==> src/design/ust_pkg.sv <==
// Constants and types for the sleep, time-out, break and baud block.
// Assumes one core clock; FIFOs and the serial engines live elsewhere.
package ust_pkg;

    // ==========================================================
    // Register addresses on the plain host port
    localparam logic [3:0] ADDR_DATA = 4'h0;
    localparam logic [3:0] ADDR_IER = 4'h1;
    localparam logic [3:0] ADDR_EFR = 4'h2;
    localparam logic [3:0] ADDR_LCR = 4'h3;
    localparam logic [3:0] ADDR_MCR = 4'h4;
    localparam logic [3:0] ADDR_LSR = 4'h5;

    // ==========================================================
    // Field positions and reset values
    localparam int IER_SLEEP_BIT = 4;
    localparam int EFR_ENH_BIT = 4;
    localparam int LCR_DLAB_BIT = 7;
    localparam int LCR_BREAK_BIT = 6;
    localparam int LCR_PAR_BIT = 3;
    localparam int LCR_STOP_BIT = 2;
    localparam int MCR_CLKDIV_BIT = 7;
    localparam int LSR_DATA_BIT = 0;
    localparam int LSR_BREAK_BIT = 4;
    localparam int LSR_THRE_BIT = 5;
    localparam int LSR_TEMT_BIT = 6;
    localparam logic [7:0] LCR_RESET = 8'h1d;
    localparam logic [7:0] LCR_ENH_KEY = 8'hbf;
    localparam logic [7:0] ZERO_BYTE = 8'h00;

    // ==========================================================
    // Timing in 16x ticks
    localparam logic [1:0] PRESCALE_LAST = 2'h3;
    localparam logic [7:0] TICKS_PER_BIT = 8'h10;
    localparam logic [7:0] STOP_ONE = 8'h10;
    localparam logic [7:0] STOP_HALF_MORE = 8'h18;
    localparam logic [7:0] STOP_TWO = 8'h20;
    localparam logic [7:0] WORD_BASE = 8'h05;
    localparam int TIMEOUT_CHAR_SHIFT = 2;
    localparam logic SUPPORT_IR_WAKE = 1'b1;

    // ==========================================================
    // Types
    typedef enum logic {ST_AWAKE, ST_ASLEEP} ust_sleep_type;

    typedef struct packed {
        logic rx_fifo_empty;
        logic rx_below_trigger;
        logic rx_trigger_hit;
        logic tx_fifo_empty;
        logic tsr_empty;
        logic line_error;
        logic modem_irq;
        logic stop_mid;
    } ust_status_type;

    typedef struct packed {
        logic [3:0] addr;
        logic [7:0] wdata;
        logic wr;
        logic rd;
    } ust_host_type;

endpackage

==> src/design/ust_top.sv <==
// Sleep control, receive time-out, break and 16x baud generator of a UART.
// Assumes the host port, status inputs and tx_serial are on core_clk;
// rx_pin and modem_pins are asynchronous pins.
// Operation
// - Enabled low INTERRUPT_ENABLE_REG bits drive interrupt output
// - All four low bits zero means polled
// - Sleep needs enhanced bit and sleep bit
// - Sleep only when line idle, all empty
// - Asleep stops the UART clock enable
// - Wake on rx edge, modem change, data write
// - Rx wake also works in infrared mode
// - General pins never wake; their irq passes
// - Time-out after four idle character times
// - Time-out restarts at stop, FIFO read
// - Break when rx low past one frame
// - Set-break bit forces serial output low
// - Sixteen-bit divisor, one to maximum
// - Optional divide-by-four prescaler, reset one
// - Baud tick runs at sixteen times rate
// - Divisor built from low, high bytes
// - Zero divisor gives no baud tick
// - One tick feeds transmitter and receiver
// - Divisor bytes reachable only with latch bit
// - Prescaler bit writable only when enhanced
//
// Our own choices: the plain strobed port and the placing of the registers.
`timescale 1ns/1ns
`default_nettype none

module ust_top (
    input wire logic core_clk,
    input wire logic reset,
    input wire ust_pkg::ust_host_type host,
    output logic [7:0] rdata,
    input wire ust_pkg::ust_status_type status,
    input wire logic gpio_irq,
    input wire logic ir_mode,
    input wire logic rx_pin,
    input wire logic [3:0] modem_pins,
    input wire logic tx_serial,
    output logic tx_pin,
    output logic irq_out,
    output logic uart_clk_en,
    output logic baud16_tick,
    output logic rx_timeout,
    output logic break_seen
);

    // ==========================================================
    // State
    typedef struct packed {
        logic [7:0] interrupt_enable_reg;
        logic [7:0] line_control_reg;
        logic [7:0] modem_control_reg;
        logic [7:0] enhanced_feature_reg;
        logic [7:0] dll;
        logic [7:0] divisor_high_byte;
        logic [7:0] rdata;
        logic [4:0] s1;
        logic [4:0] s2;
        logic [4:0] s3;
        logic [4:0] clean;
        ust_pkg::ust_sleep_type sleep;
        logic [1:0] pre_cnt;
        logic [15:0] div_cnt;
        logic tick;
        logic [9:0] to_cnt;
        logic to_flag;
        logic [7:0] brk_cnt;
        logic brk_flag;
        logic tx;
        logic irq;
    } ust_state_type;

    ust_state_type state_reg;
    ust_state_type state_next;

    logic dlab;
    logic enh_key;
    logic [15:0] divisor;
    logic [7:0] char_ticks;
    logic [9:0] timeout_ticks;
    logic sleep_en;
    logic thr_write;
    logic rx_read;
    logic lsr_read;
    logic rx_edge;
    logic modem_edge;
    logic wake;
    logic pend_no_thr;
    logic irq_pending;
    logic can_sleep;
    logic pre_tick;
    logic running;
    logic [4:0] clean_new;
    localparam logic [7:0] ZERO8 = ust_pkg::ZERO_BYTE;

    // ==========================================================
    // Decode and derived values
    assign dlab = state_reg.line_control_reg[ust_pkg::LCR_DLAB_BIT];
    assign enh_key = state_reg.line_control_reg == ust_pkg::LCR_ENH_KEY;
    assign divisor = {state_reg.divisor_high_byte, state_reg.dll};
    assign sleep_en = state_reg.enhanced_feature_reg[ust_pkg::EFR_ENH_BIT]
        & state_reg.interrupt_enable_reg[ust_pkg::IER_SLEEP_BIT];
    assign thr_write = host.wr & !dlab & (host.addr == ust_pkg::ADDR_DATA);
    assign rx_read = host.rd & !dlab & (host.addr == ust_pkg::ADDR_DATA);
    assign lsr_read = host.rd & (host.addr == ust_pkg::ADDR_LSR);

    // Frame length in ticks: start, data, parity, stop
    always_comb
    begin
        logic [7:0] bits;
        logic [7:0] stop;
        stop = ust_pkg::STOP_TWO;
        bits = 8'h01 + ust_pkg::WORD_BASE + {6'h00, state_reg.line_control_reg[1:0]}
            + {7'h00, state_reg.line_control_reg[ust_pkg::LCR_PAR_BIT]};
        if (!state_reg.line_control_reg[ust_pkg::LCR_STOP_BIT])
            stop = ust_pkg::STOP_ONE;
        else if (state_reg.line_control_reg[1:0] == 2'h0)
            stop = ust_pkg::STOP_HALF_MORE;
        char_ticks = 8'((bits * ust_pkg::TICKS_PER_BIT) + stop);
    end
    assign timeout_ticks = {2'h0, char_ticks} << ust_pkg::TIMEOUT_CHAR_SHIFT;

    // Pin edges only count once the last two stages agree
    always_comb
    begin
        clean_new = state_reg.clean;
        for (int i = 0; i < 5; i++)
            if (state_reg.s2[i] == state_reg.s3[i])
                clean_new[i] = state_reg.s3[i];
    end
    // Rx wake is allowed in infrared mode when supported
    assign rx_edge = (clean_new[0] != state_reg.clean[0])
        & (!ir_mode | ust_pkg::SUPPORT_IR_WAKE);
    assign modem_edge = clean_new[4:1] != state_reg.clean[4:1];
    // General pins are not a wake source
    assign wake = rx_edge | modem_edge | thr_write | !sleep_en;

    // Pending sources other than transmit-holding-empty
    assign pend_no_thr =
        (state_reg.interrupt_enable_reg[0] & (status.rx_trigger_hit | state_reg.to_flag))
        | (state_reg.interrupt_enable_reg[2] & (status.line_error | state_reg.brk_flag))
        | (state_reg.interrupt_enable_reg[3] & status.modem_irq)
        | gpio_irq;
    // Irq from enabled sources only, but the general pin irq also passes in polled mode
    assign irq_pending = pend_no_thr
        | (state_reg.interrupt_enable_reg[1] & status.tx_fifo_empty);
    assign can_sleep = sleep_en & state_reg.clean[0]
        & (state_reg.brk_cnt == ZERO8)
        & status.tx_fifo_empty & status.tsr_empty
        & status.rx_fifo_empty & !pend_no_thr;

    // Clock enable rises at once on wake, ahead of the event
    assign running = (state_reg.sleep == ust_pkg::ST_AWAKE) | wake;
    assign pre_tick = !state_reg.modem_control_reg[ust_pkg::MCR_CLKDIV_BIT]
        | (state_reg.pre_cnt == ust_pkg::PRESCALE_LAST);

    // ==========================================================
    // Next-state logic
    always_comb
    begin
        state_next = state_reg;
        state_next.s1 = {modem_pins, rx_pin};
        state_next.s2 = state_reg.s1;
        state_next.s3 = state_reg.s2;
        state_next.clean = clean_new;
        state_next.tick = 1'b0;
        state_next.rdata = ZERO8;

        // Register writes
        if (host.wr)
        begin
            unique case (host.addr)
                ust_pkg::ADDR_DATA:
                    if (dlab)
                        state_next.dll = host.wdata;
                ust_pkg::ADDR_IER:
                    if (dlab)
                        state_next.divisor_high_byte = host.wdata;
                    else
                        state_next.interrupt_enable_reg = host.wdata;
                ust_pkg::ADDR_EFR:
                    if (enh_key)
                        state_next.enhanced_feature_reg = host.wdata;
                ust_pkg::ADDR_LCR:
                    state_next.line_control_reg = host.wdata;
                ust_pkg::ADDR_MCR:
                begin
                    state_next.modem_control_reg[6:0] = host.wdata[6:0];
                    if (state_reg.enhanced_feature_reg[ust_pkg::EFR_ENH_BIT])
                        state_next.modem_control_reg[ust_pkg::MCR_CLKDIV_BIT] =
                            host.wdata[ust_pkg::MCR_CLKDIV_BIT];
                end
                default:
                    state_next.modem_control_reg = state_reg.modem_control_reg;
            endcase
        end

        // Register reads, answered next cycle
        if (host.rd)
        begin
            unique case (host.addr)
                ust_pkg::ADDR_DATA:
                    state_next.rdata = dlab ? state_reg.dll : ZERO8;
                ust_pkg::ADDR_IER:
                    state_next.rdata = dlab ? state_reg.divisor_high_byte : state_reg.interrupt_enable_reg;
                ust_pkg::ADDR_EFR:
                    state_next.rdata = enh_key ? state_reg.enhanced_feature_reg : ZERO8;
                ust_pkg::ADDR_LCR:
                    state_next.rdata = state_reg.line_control_reg;
                ust_pkg::ADDR_MCR:
                    state_next.rdata = state_reg.modem_control_reg;
                ust_pkg::ADDR_LSR:
                begin
                    state_next.rdata[ust_pkg::LSR_DATA_BIT] =
                        !status.rx_fifo_empty;
                    state_next.rdata[ust_pkg::LSR_BREAK_BIT] =
                        state_reg.brk_flag;
                    state_next.rdata[ust_pkg::LSR_THRE_BIT] =
                        status.tx_fifo_empty;
                    state_next.rdata[ust_pkg::LSR_TEMT_BIT] =
                        status.tx_fifo_empty & status.tsr_empty;
                end
                default:
                    state_next.rdata = ZERO8;
            endcase
        end

        // Sleep machine
        unique case (state_reg.sleep)
            ust_pkg::ST_AWAKE:
                if (can_sleep & !wake)
                    state_next.sleep = ust_pkg::ST_ASLEEP;
            ust_pkg::ST_ASLEEP:
                if (wake)
                    state_next.sleep = ust_pkg::ST_AWAKE;
        endcase

        // Baud generator, frozen while the UART clock is off
        if (running)
        begin
            state_next.pre_cnt = 2'(state_reg.pre_cnt + 2'h1);
            if (divisor == 16'h0000)
                state_next.div_cnt = 16'h0000;
            else if (pre_tick)
            begin
                if (state_reg.div_cnt >= 16'(divisor - 16'h0001))
                begin
                    state_next.div_cnt = 16'h0000;
                    state_next.tick = 1'b1;
                end
                else
                    state_next.div_cnt = 16'(state_reg.div_cnt + 16'h0001);
            end
        end

        // Receive time-out; a restart never hides a new set
        if (status.stop_mid | rx_read)
        begin
            state_next.to_cnt = 10'h000;
            state_next.to_flag = 1'b0;
        end
        else if (state_reg.tick)
        begin
            if (status.rx_fifo_empty | !status.rx_below_trigger)
                state_next.to_cnt = 10'h000;
            else if (state_reg.to_cnt != timeout_ticks)
                state_next.to_cnt = 10'(state_reg.to_cnt + 10'h001);
        end
        if (state_reg.tick & !status.rx_fifo_empty
            & status.rx_below_trigger
            & (state_reg.to_cnt == 10'(timeout_ticks - 10'h001)))
            state_next.to_flag = 1'b1;

        // Break detect: low for more than a frame; set beats clear
        if (lsr_read)
            state_next.brk_flag = 1'b0;
        if (state_reg.clean[0])
            state_next.brk_cnt = ZERO8;
        else if (state_reg.tick & state_reg.brk_cnt != 8'hff)
            state_next.brk_cnt = 8'(state_reg.brk_cnt + 8'h01);
        if (state_reg.brk_cnt > char_ticks & !state_reg.clean[0])
            state_next.brk_flag = 1'b1;

        // Break output and interrupt line
        state_next.tx = state_reg.line_control_reg[ust_pkg::LCR_BREAK_BIT]
            ? 1'b0 : tx_serial;
        state_next.irq = irq_pending;
    end

    // ==========================================================
    // State register
    always_ff @(posedge core_clk or posedge reset)
    begin
        if (reset)
        begin
            state_reg <= '0;
            state_reg.line_control_reg <= ust_pkg::LCR_RESET;
            state_reg.s1 <= 5'h1f;
            state_reg.s2 <= 5'h1f;
            state_reg.s3 <= 5'h1f;
            state_reg.clean <= 5'h1f;
            state_reg.tx <= 1'b1;
        end
        else
            state_reg <= state_next;
    end

    // Outputs, all from flops except the clock enable
    assign rdata = state_reg.rdata;
    assign tx_pin = state_reg.tx;
    assign irq_out = state_reg.irq;
    assign uart_clk_en = running;
    assign baud16_tick = state_reg.tick;
    assign rx_timeout = state_reg.to_flag;
    assign break_seen = state_reg.brk_flag;

    // ==========================================================
    // Checks
    property p_polled;
        @(posedge core_clk) disable iff (reset)
        (state_reg.interrupt_enable_reg[3:0] == 4'h0 && !gpio_irq) |=> !irq_out;
    endproperty
    a_polled: assert property (p_polled)
        else $error("irq in polled mode");

    property p_irq;
        @(posedge core_clk) disable iff (reset)
        (state_reg.interrupt_enable_reg[1] && status.tx_fifo_empty) |=> irq_out;
    endproperty
    a_irq: assert property (p_irq)
        else $error("enabled source gave no irq");

    property p_sleep_en;
        @(posedge core_clk) disable iff (reset)
        $rose(state_reg.sleep == ust_pkg::ST_ASLEEP) |-> $past(sleep_en);
    endproperty
    a_sleep_en: assert property (p_sleep_en)
        else $error("slept while sleep disabled");

    property p_enter;
        @(posedge core_clk) disable iff (reset)
        $rose(state_reg.sleep == ust_pkg::ST_ASLEEP)
        |-> $past(status.rx_fifo_empty && status.tx_fifo_empty);
    endproperty
    a_enter: assert property (p_enter)
        else $error("slept with data pending");

    property p_clk;
        @(posedge core_clk) disable iff (reset)
        (state_reg.sleep == ust_pkg::ST_ASLEEP && !wake) |-> !uart_clk_en;
    endproperty
    a_clk: assert property (p_clk)
        else $error("clock ran while asleep");

    property p_wake;
        @(posedge core_clk) disable iff (reset)
        (state_reg.sleep == ust_pkg::ST_ASLEEP && thr_write)
        |-> uart_clk_en ##1 state_reg.sleep == ust_pkg::ST_AWAKE;
    endproperty
    a_wake: assert property (p_wake)
        else $error("write did not wake");

    property p_break_tx;
        @(posedge core_clk) disable iff (reset)
        state_reg.line_control_reg[ust_pkg::LCR_BREAK_BIT] |=> !tx_pin;
    endproperty
    a_break_tx: assert property (p_break_tx)
        else $error("tx not held low in break");

    property p_zero_div;
        @(posedge core_clk) disable iff (reset)
        (divisor == 16'h0000)[*2] |-> !baud16_tick;
    endproperty
    a_zero_div: assert property (p_zero_div)
        else $error("tick with zero divisor");

    property p_dlab;
        @(posedge core_clk) disable iff (reset)
        (host.wr && !dlab && host.addr == ust_pkg::ADDR_DATA)
        |=> $stable(state_reg.dll);
    endproperty
    a_dlab: assert property (p_dlab)
        else $error("divisor written without latch bit");

    property p_mcr7;
        @(posedge core_clk) disable iff (reset)
        !state_reg.enhanced_feature_reg[ust_pkg::EFR_ENH_BIT]
        |=> $stable(state_reg.modem_control_reg[ust_pkg::MCR_CLKDIV_BIT]);
    endproperty
    a_mcr7: assert property (p_mcr7)
        else $error("prescaler bit changed unlocked");

endmodule

`default_nettype wire

==> config.mk <==
export PLATFORM = sky130hd
export DESIGN_NAME = ust_top
export DESIGN_NICKNAME = d
export VERILOG_FILES = /design/src/design/ust_pkg.sv /design/src/design/ust_top.sv
export SDC_FILE = /design/constraint.sdc
export NUM_CORES = 1
export LEC_CHECK = 0
export ABC_AREA = 1
export CAP_MARGIN = 15
export CORE_UTILIZATION = 60
export DETAILED_ROUTE_END_ITERATION = 16
export DONT_BUFFER_PORTS = 1
export PLACE_DENSITY = 0.76
export SYNTH_ARGS = -nofsm -noshare
export SYNTH_HDL_FRONTEND = slang
export SYNTH_SLANG_ARGS = --single-unit
export TNS_END_PERCENT = 10
==> constraint.sdc <==
create_clock -name core_clk -period 6.24 [get_ports core_clk]
set_input_delay 0.624 -clock core_clk [delete_from_list [all_inputs] [get_ports core_clk]]
set_output_delay 0.624 -clock core_clk [all_outputs]
set_load 0.02 [all_outputs]
==> summary.md, run 1 <==
| Metric | Value |
|---|---|
| Measured slew at the worst slew-check pin | 0.8594 ns |
| DP Area | 0.006967 sq mm |
| Critical path fanouts, max | 14 |
| Crit. End Element | flop |
| Fmax | 0.3347 GHz |
| Initial Utilization | 0.6272 |
| Dpl hpwl | 12,090 um |
| Wire per inst | 16.20 um |
| CTS tree | built |
| TritonCTS Sinks | 118 |
| Hold_ws | 0.1892 ns |
| Antenna cells | 0 |
| CTS root buf | clkbuf_16 |
| Worst Reg-to-Reg Cells | 19 |
| Layout area overhead | 8.374% |
| Pin count of the biggest net entering global routing | 63 |
| 1st-pass router iterations | 6 |
| Vias post-DR | 5,851 |
| Syn avg cell area | 7.986 sq um |
| HP Class | in2async |
| Clock-pin slew on the worst setup and hold paths | 0.05 ns |
| # rows | 38 |
| Final Setup Violations | 0 |
| Setup TNS | 0 ns |
| Initial antenna violation count | 0 |
| Max reg flops | 78 |
| Worst r2r src | divisor[4]$_DFFE_PP0P_ |
| Final hold vios | 0 |
| Commonest non-fill, non-tap cells in the layout | nand2_1, inv_1, dfrtp_1 |
| Total setup buffers inserted after CTS | 0 |
| # IOs | 46 |
| Placer's final routability congestion estimate | 0.9421 |
| Final worst slack | 3.252 ns |
| CTS max path bufs | 2 |
| CP arrival | 3.35 ns |
| Fin crit period | 2.988 ns |
| Worst slew margin | 0.4249 |
| Port Buffer Count | 0 |
| DRC viols | 0 |
| First-pass GRT wire length | 26,930 um |
| Post_cts resized | 0 |
| Seq cells post-synth | 118 |
| Setup CP Type | reg2reg |
| Netlist cell types | 45 |
| Hold bufs inserted after CTS | 0 |
| Required time worst endpoint | 6.60 ns |
| Clock Skew | 0.01094 ns |
| Core area | 0.01108 sq mm |
| Synthesized instance count | 870 |
| Unrepaired setup endpoints after global routing | no |
| Final period util | 0.4788 |
| DP Worst Slack | 3.287 ns |
| VDD IR max | 0.2713 mV |
| Synth Net Count | 936 |
| R2r endpoint | state_reg[28]$_DFFE_PP0P_ |
| Overflow after GRT | 0 |
| Share of cells above drive strength 1 | 0.1160 |
| Total CTS buffers | 17 |
| Number of max-cap violations | 0 |
| Finished Cell Area | 0.007530 sq mm |
| LEAKAGE | 0.003682 uW |
| Vias per cell | 5.742 |
| Chip height | 109.6 um |
| Reg-to-reg slack, setup | 3.25 ns |
| Die Span X | 109.6 um |
| Status | finished clean |
| Final-stage net count | 932 |
| H-tree levels | 4 |
| Total GRT Usage | 0.3040 |
| Synth warn | 0 |
| Later-pin clock latency in the skew report | 0.43 ns |
| Number of global-route vias before repair | 5,599 |
| P per Cell Area | 334.2 mW/mm^2 |
| Cell Area, Synth | 0.006948 sq mm |
| Die area | 0.01201 sq mm |
| Critical Path Start Type | flop |
| DRT iter0 DRCs | 390 |
| Antenna viol nets, final | 0 |
| Most common cell after layout, fill and taps aside | nand2_1 |
| Final WL | 16,510 um |
| Sequential area share after synthesis | 0.4295 |
| Slew Viols, Final | 0 |
## area by class of cell
class | instances | area [sq um]
multi-input cells | 606 | 3337
repair buffers | 1 | 7.507
inverters | 122 | 462.9
fillers | 865 | 3548
well taps | 140 | 175.2
flip-flops and latches | 118 | 2984
clock buffers | 23 | 488.0
clock inverters | 9 | 75.07
## cells in the mapped netlist
cell type | n | area [sq um]
nand4_4 | 1 | 21.27
nor2_8 | 1 | 20.02
nand2_4 | 2 | 22.52
fa_1 | 1 | 20.02
o211ai_1 | 3 | 22.52
xnor2_1 | 10 | 87.58
nand3b_1 | 4 | 30.03
buf_6 | 3 | 33.78
nand3_2 | 6 | 60.06
nand2_1 | 215 | 807.0
o22ai_1 | 5 | 31.28
maj3_1 | 1 | 10.01
inv_4 | 1 | 6.260
a21oi_1 | 26 | 130.1
a32oi_1 | 1 | 8.760
buf_2 | 10 | 50.05
nor2_2 | 8 | 50.05
nand3_1 | 46 | 230.2
nor3_1 | 8 | 40.04
nor2_1 | 66 | 247.7
dfrtp_1 | 93 | 2327
o21ai_1 | 47 | 235.2
a31oi_1 | 6 | 37.54
inv_2 | 13 | 48.80
clkinv_1 | 1 | 3.750
xor2_1 | 34 | 297.8
a211oi_1 | 2 | 15.01
nand4_1 | 28 | 175.2
o311ai_0 | 1 | 8.760
or2_0 | 1 | 6.260
buf_4 | 11 | 82.58
o221ai_1 | 1 | 8.760
o21bai_1 | 1 | 7.510
o31ai_1 | 4 | 30.03
o21ai_0 | 28 | 140.1
nor3_2 | 2 | 20.02
or2_1 | 1 | 6.260
o21a_1 | 1 | 7.510
inv_1 | 107 | 401.6
dfstp_2 | 25 | 656.9
nor2_4 | 2 | 22.52
nand2_2 | 8 | 50.05
a21o_1 | 1 | 7.510
a21oi_2 | 1 | 8.760
ha_1 | 33 | 412.9
## logic make-up (layout without fill, tap and decap cells)
family	count (synthesis)	count (layout)	share of synthesized area
buf+inv	146	155	0.09022
simple gates	399	399	0.2604
xor+xnor	44	44	0.05547
fa+ha+maj	35	35	0.06375
compound gates	128	128	0.1007
flops	118	118	0.4295
## layer usage
| layer | GRT usage | wire length, um | vias to the layer above |
|---|---|---|---|
| met5 | 0 | 0 | - |
| met4 | 0.1467 | 714 | 0 |
| met3 | 0.09544 | 1161 | 52 |
| met2 | 0.4686 | 7464 | 221 |
| met1 | 0.3888 | 7168 | 2772 |
| li1 | - | - | 2806 |
## worst max-delay path, stage by stage (launching register included)
cell,delay (ns)
dfrtp_1,0.47
nor2_1,0.12
nand2_1,0.07
nor2_2,0.11
nand2_1,0.07
nor2_2,0.18
nand2_2,0.10
nor2_2,0.12
xor2_1,0.15
inv_1,0.06
ha_1,0.28
nand2_1,0.07
inv_1,0.05
nand2_1,0.06
nand2_1,0.06
nand2_1,0.06
nand3_1,0.08
a21oi_2,0.52
nand4_1,0.16
nand2_1,0.11
## power breakdown
part	total [uW]	switching [uW]	internal (uW)
clock network	917	334	583
registers	965	106	859
logic	634	394	240
total	2520	834	1680
## stage by stage
step           power [uW]  cells    util
6_report             2517   1019  0.6797
5_1_grt              2676   1019  0.6797
4_1_cts              2533   1019  0.6797
3_3_place_gp         1558    987  0.6289
3_5_place_dp         1607    987  0.6289
2_1_floorplan        1460    870       -
## worst max path at each step
stage,end,start,cells after the start
5_1_grt,state_reg[26]$_DFFE_PP0P_,divisor[2]$_DFFE_PP0P_,19
3_3_place_gp,baud16_tick$_DFF_PP0_,divisor[4]$_DFFE_PP0P_,18
4_1_cts,state_reg[28]$_DFFE_PP0P_,divisor[2]$_DFFE_PP0P_,19
2_1_floorplan,baud16_tick$_DFF_PP0_,reset,1
6_report,state_reg[28]$_DFFE_PP0P_,divisor[4]$_DFFE_PP0P_,19
3_5_place_dp,state_reg[26]$_DFFE_PP0P_,divisor[4]$_DFFE_PP0P_,19
(Power assumes the default switching activity.)
==> run 2, diff against run 1 <==
ABC_AREA = 0   (was 1)
clock period = 2.9 ns   (was 6.24 ns; I/O delays follow)
==> summary.md, run 2 <==
| Metric | Value |
|---|---|
| Netlist cell types | 70 (+56%) |
| DRT iter0 DRCs | 465 (+19%) |
| Failing checks | setup timing |
| Synthesized instance count | 598 (-31%) |
| First-pass GRT wire length | 27,450 um (+1.9%) |
| Synth area leaders | dfrtp_1, dfstp_2, mux2_2 |
| P per Cell Area | 761.2 mW/mm^2 (+130%) |
| DRC viols | 0 (unchanged) |
| Top-count cell post-synth | dfrtp_1 |
| Synth top area share | 0.3608 (+0.02586) |
| H-tree levels | 4 (unchanged) |
| Seq cells post-synth | 118 (unchanged) |
| Final core occ | 0.7676 (+0.08792) |
| DP Area | 0.006924 sq mm (-0.61%) |
| Critical Path Start Type | flop |
| Unrepaired setup endpoints after global routing | yes |
| Port Buffer Count | 0 (unchanged) |
| Core area | 0.01037 sq mm (-6.4%) |
| HP Class | in2reg |
| Final Setup Violations | 23 (+23) |
| Worst slew margin | 0.5103 (+0.08541) |
| Chip height | 105.7 um (-3.6%) |
| Hold_ws | 0.008946 ns (-0.1803 ns) |
| Syn avg cell area | 10.79 sq um (+35%) |
| Crit. End Element | flop |
| Setup CP Type | reg2reg |
| CTS root buf | clkbuf_8 |
| Vias per cell | 6.336 (+10%) |
| Final hold vios | 0 (unchanged) |
| Largest area contributor in the netlist | dfrtp_1 |
| Total GRT Usage | 0.3196 (+0.01557) |
| # IOs | 46 (unchanged) |
| Primary FF master, synth | dfrtp_1 |
| Commonest non-fill, non-tap cells in the layout | dfrtp_1, buf_4, mux2_2 |
| Die area | 0.01117 sq mm (-7.0%) |
| TritonCTS Sinks | 118 (unchanged) |
| Dpl hpwl | 10,800 um (-11%) |
| 1st-pass router iterations | 7 (+1) |
| Fin crit period | 3.476 ns (+0.4882 ns) |
| Cell Area, Synth | 0.006450 sq mm (-7.2%) |
| Placer's final routability congestion estimate | 0.9009 (-4.4%) |
| Number of global-route vias before repair | 5,362 (-4.2%) |
| Wire per inst | 20.44 um (+26%) |
| VDD IR max | 0.6090 mV (+120%) |
| Measured slew at the worst slew-check pin | 0.7329 ns (-0.1265 ns) |
| Finished Layout Cells | 828 (-19%) |
| Total CTS buffers | 17 (unchanged) |
| Clock Skew | 0.006005 ns (-0.004936 ns) |
| Synth warn | 0 (unchanged) |
| Share of cells above drive strength 1 | 0.2938 (+0.1777) |
| CTS max path bufs | 2 (unchanged) |
| Later-pin clock latency in the skew report | 0.53 ns (+0.10 ns) |
| Overflow after GRT | 0 (unchanged) |
| Most common cell after layout, fill and taps aside | dfrtp_1 |
| Slew Viols, Final | 0 (unchanged) |
| Pin count of the biggest net entering global routing | 87 (+38%) |
| Synth Net Count | 664 (-29%) |
| Final period util | 1.199 (+0.7198) |
| Number of max-cap violations | 0 (unchanged) |
| Vias post-DR | 5,246 (-10%) |
| Antenna viol nets, final | 0 (unchanged) |
| Placed cells | 763 (-23%) |
| Layout area overhead | 23.41% |
| Critical path fanouts, max | 5 (-9) |
| Post-synth EDFFs | 0 (unchanged) |
| CP arrival | 3.89 ns (+0.54 ns) |
| Final-stage net count | 744 (-20%) |
| Final WL | 16,920 um (+2.5%) |
| # rows | 37 (-2.6%) |
| CTS tree | built |
| Layout fillers | 664 (-23%) |
| Required time worst endpoint | 3.31 ns (-3.29 ns) |
| Fmax | 0.2877 GHz (-14%) |
| Die Span X | 105.7 um (-3.6%) |
| Final worst slack | -0.5761 ns (-3.828 ns) |
| Pwr Total | 6059 uW (+140%) |
| Top cells by count, synth | dfrtp_1, mux2_2, nand2_1 |
| Clock-pin slew on the worst setup and hold paths | 0.06 ns (about the same) |
| Initial antenna violation count | 1 (+1) |
| Max reg flops | 78 (unchanged) |
| Finished Cell Area | 0.007960 sq mm (+5.7%) |
| Status | finished with violations |
| Initial Utilization | 0.6220 (-0.005191) |
| LEAKAGE | 0.003545 uW (-3.7%) |
| FFs w/ async S/R, synth | 1.000 (unchanged) |
| Sequential area share after synthesis | 0.4627 (+0.03316) |
==> run 2: changes by cell type after synthesis, sizes merged, moves of 13 or more <==
| cell | delta |
|---|---|
| and3 | +14 |
| o21ai | -56 |
| nor2 | -47 |
| nand3 | -34 |
| nand4 | -13 |
| mux2 | +51 |
| xor2 | -14 |
| inv | -93 |
| nand2 | -177 |
==> run 2: worst paths after layout <==
check	from	endpoint	slack, ns	cells after the start
max reg2reg	divisor[10]$_DFFE_PP0P_	state_reg[33]$_DFFE_PP0P_	-0.58	11
max	divisor[10]$_DFFE_PP0P_	state_reg[33]$_DFFE_PP0P_	-0.58	11
min reg2reg	state_next[55]$_DFF_PP1_	state_next[50]$_DFF_PP1_	0.35	0
min	status[4]	rdata[5]$_DFF_PP0_	0.009	2
min in group asynchronous	reset	state_reg[23]$_DFFE_PP0P_	0.36	2
max in group asynchronous	reset	tx_pin$_DFF_PP1_	1.65	3
==> run 2: area by class of cell <==
type	count	area, sq um	area share
inverters	28	108.9	0.01367
well taps	136	170.2	0.02138
multi-input cells	432	3371	0.4235
repair buffers	81	703.2	0.08834
flip-flops and latches	118	2984	0.3749
clock inverters	12	175.2	0.02201
clock buffers	20	445.4	0.05596
diodes	1	2.502	0.0003144
==> run 2: logic make-up after synthesis <==
group,Yosys count,synth area share
DFF,118,0.4627
and+or+nand+nor,197,0.1668
AOI/OAI and AO/OA,114,0.1278
buffers and inverters,48,0.03686
xor gates and xnor gates,32,0.04345
muxes,51,0.08904
adders and majority gates,38,0.07333
==> run 2: worst max-delay path: stages (launching register included) <==
cell and delay (ns):
dfrtp_1 0.37, or4_4 0.56, or4_4 0.51, xor2_2 0.16
ha_1 0.30, nand4_1 0.13, or3_4 0.43, a311oi_4 0.25
nor4_4 0.10, buf_6 0.15, a32o_1 0.24, o21bai_1 0.15
==> run 2: layer usage <==
layer,share of wire,up-vias,GRT usage
li1,-,2370,-
met1,0.40,2566,0.3995
met2,0.50,258,0.5271
met3,0.079,52,0.08967
met4,0.026,0,0.1200
met5,0,-,0
==> run 2: metrics by stage <==
step	worst slack [ns]	TNS, ns
floorplan	-0.3376	-4.479
global placement	-0.6940	-10.09
global route	-0.6485	-11.13
detailed placement	-0.8483	-12.48
finish	-0.5761	-8.617
CTS	-0.5601	-8.364
==> run 2: report_power, final <==
| group | total (uW) | switching [uW] | internal (uW) |
|---|---|---|---|
| Clock | 2200 | 762 | 1440 |
| Sequential | 2060 | 200 | 1860 |
| Combinational | 1800 | 913 | 888 |
| Total | 6060 | 1880 | 4180 |
==> run 2: what timing repair did <==
item                                    4_1_cts  5_1_grt
pin swaps                                    12       13
hold endpoints to repair                     77        0
resized for setup                             8       16
gates cloned                                  1        0
hold buffers                                 21        0
endpoints found under the setup margin       25       27
buffers inserted                              7        3
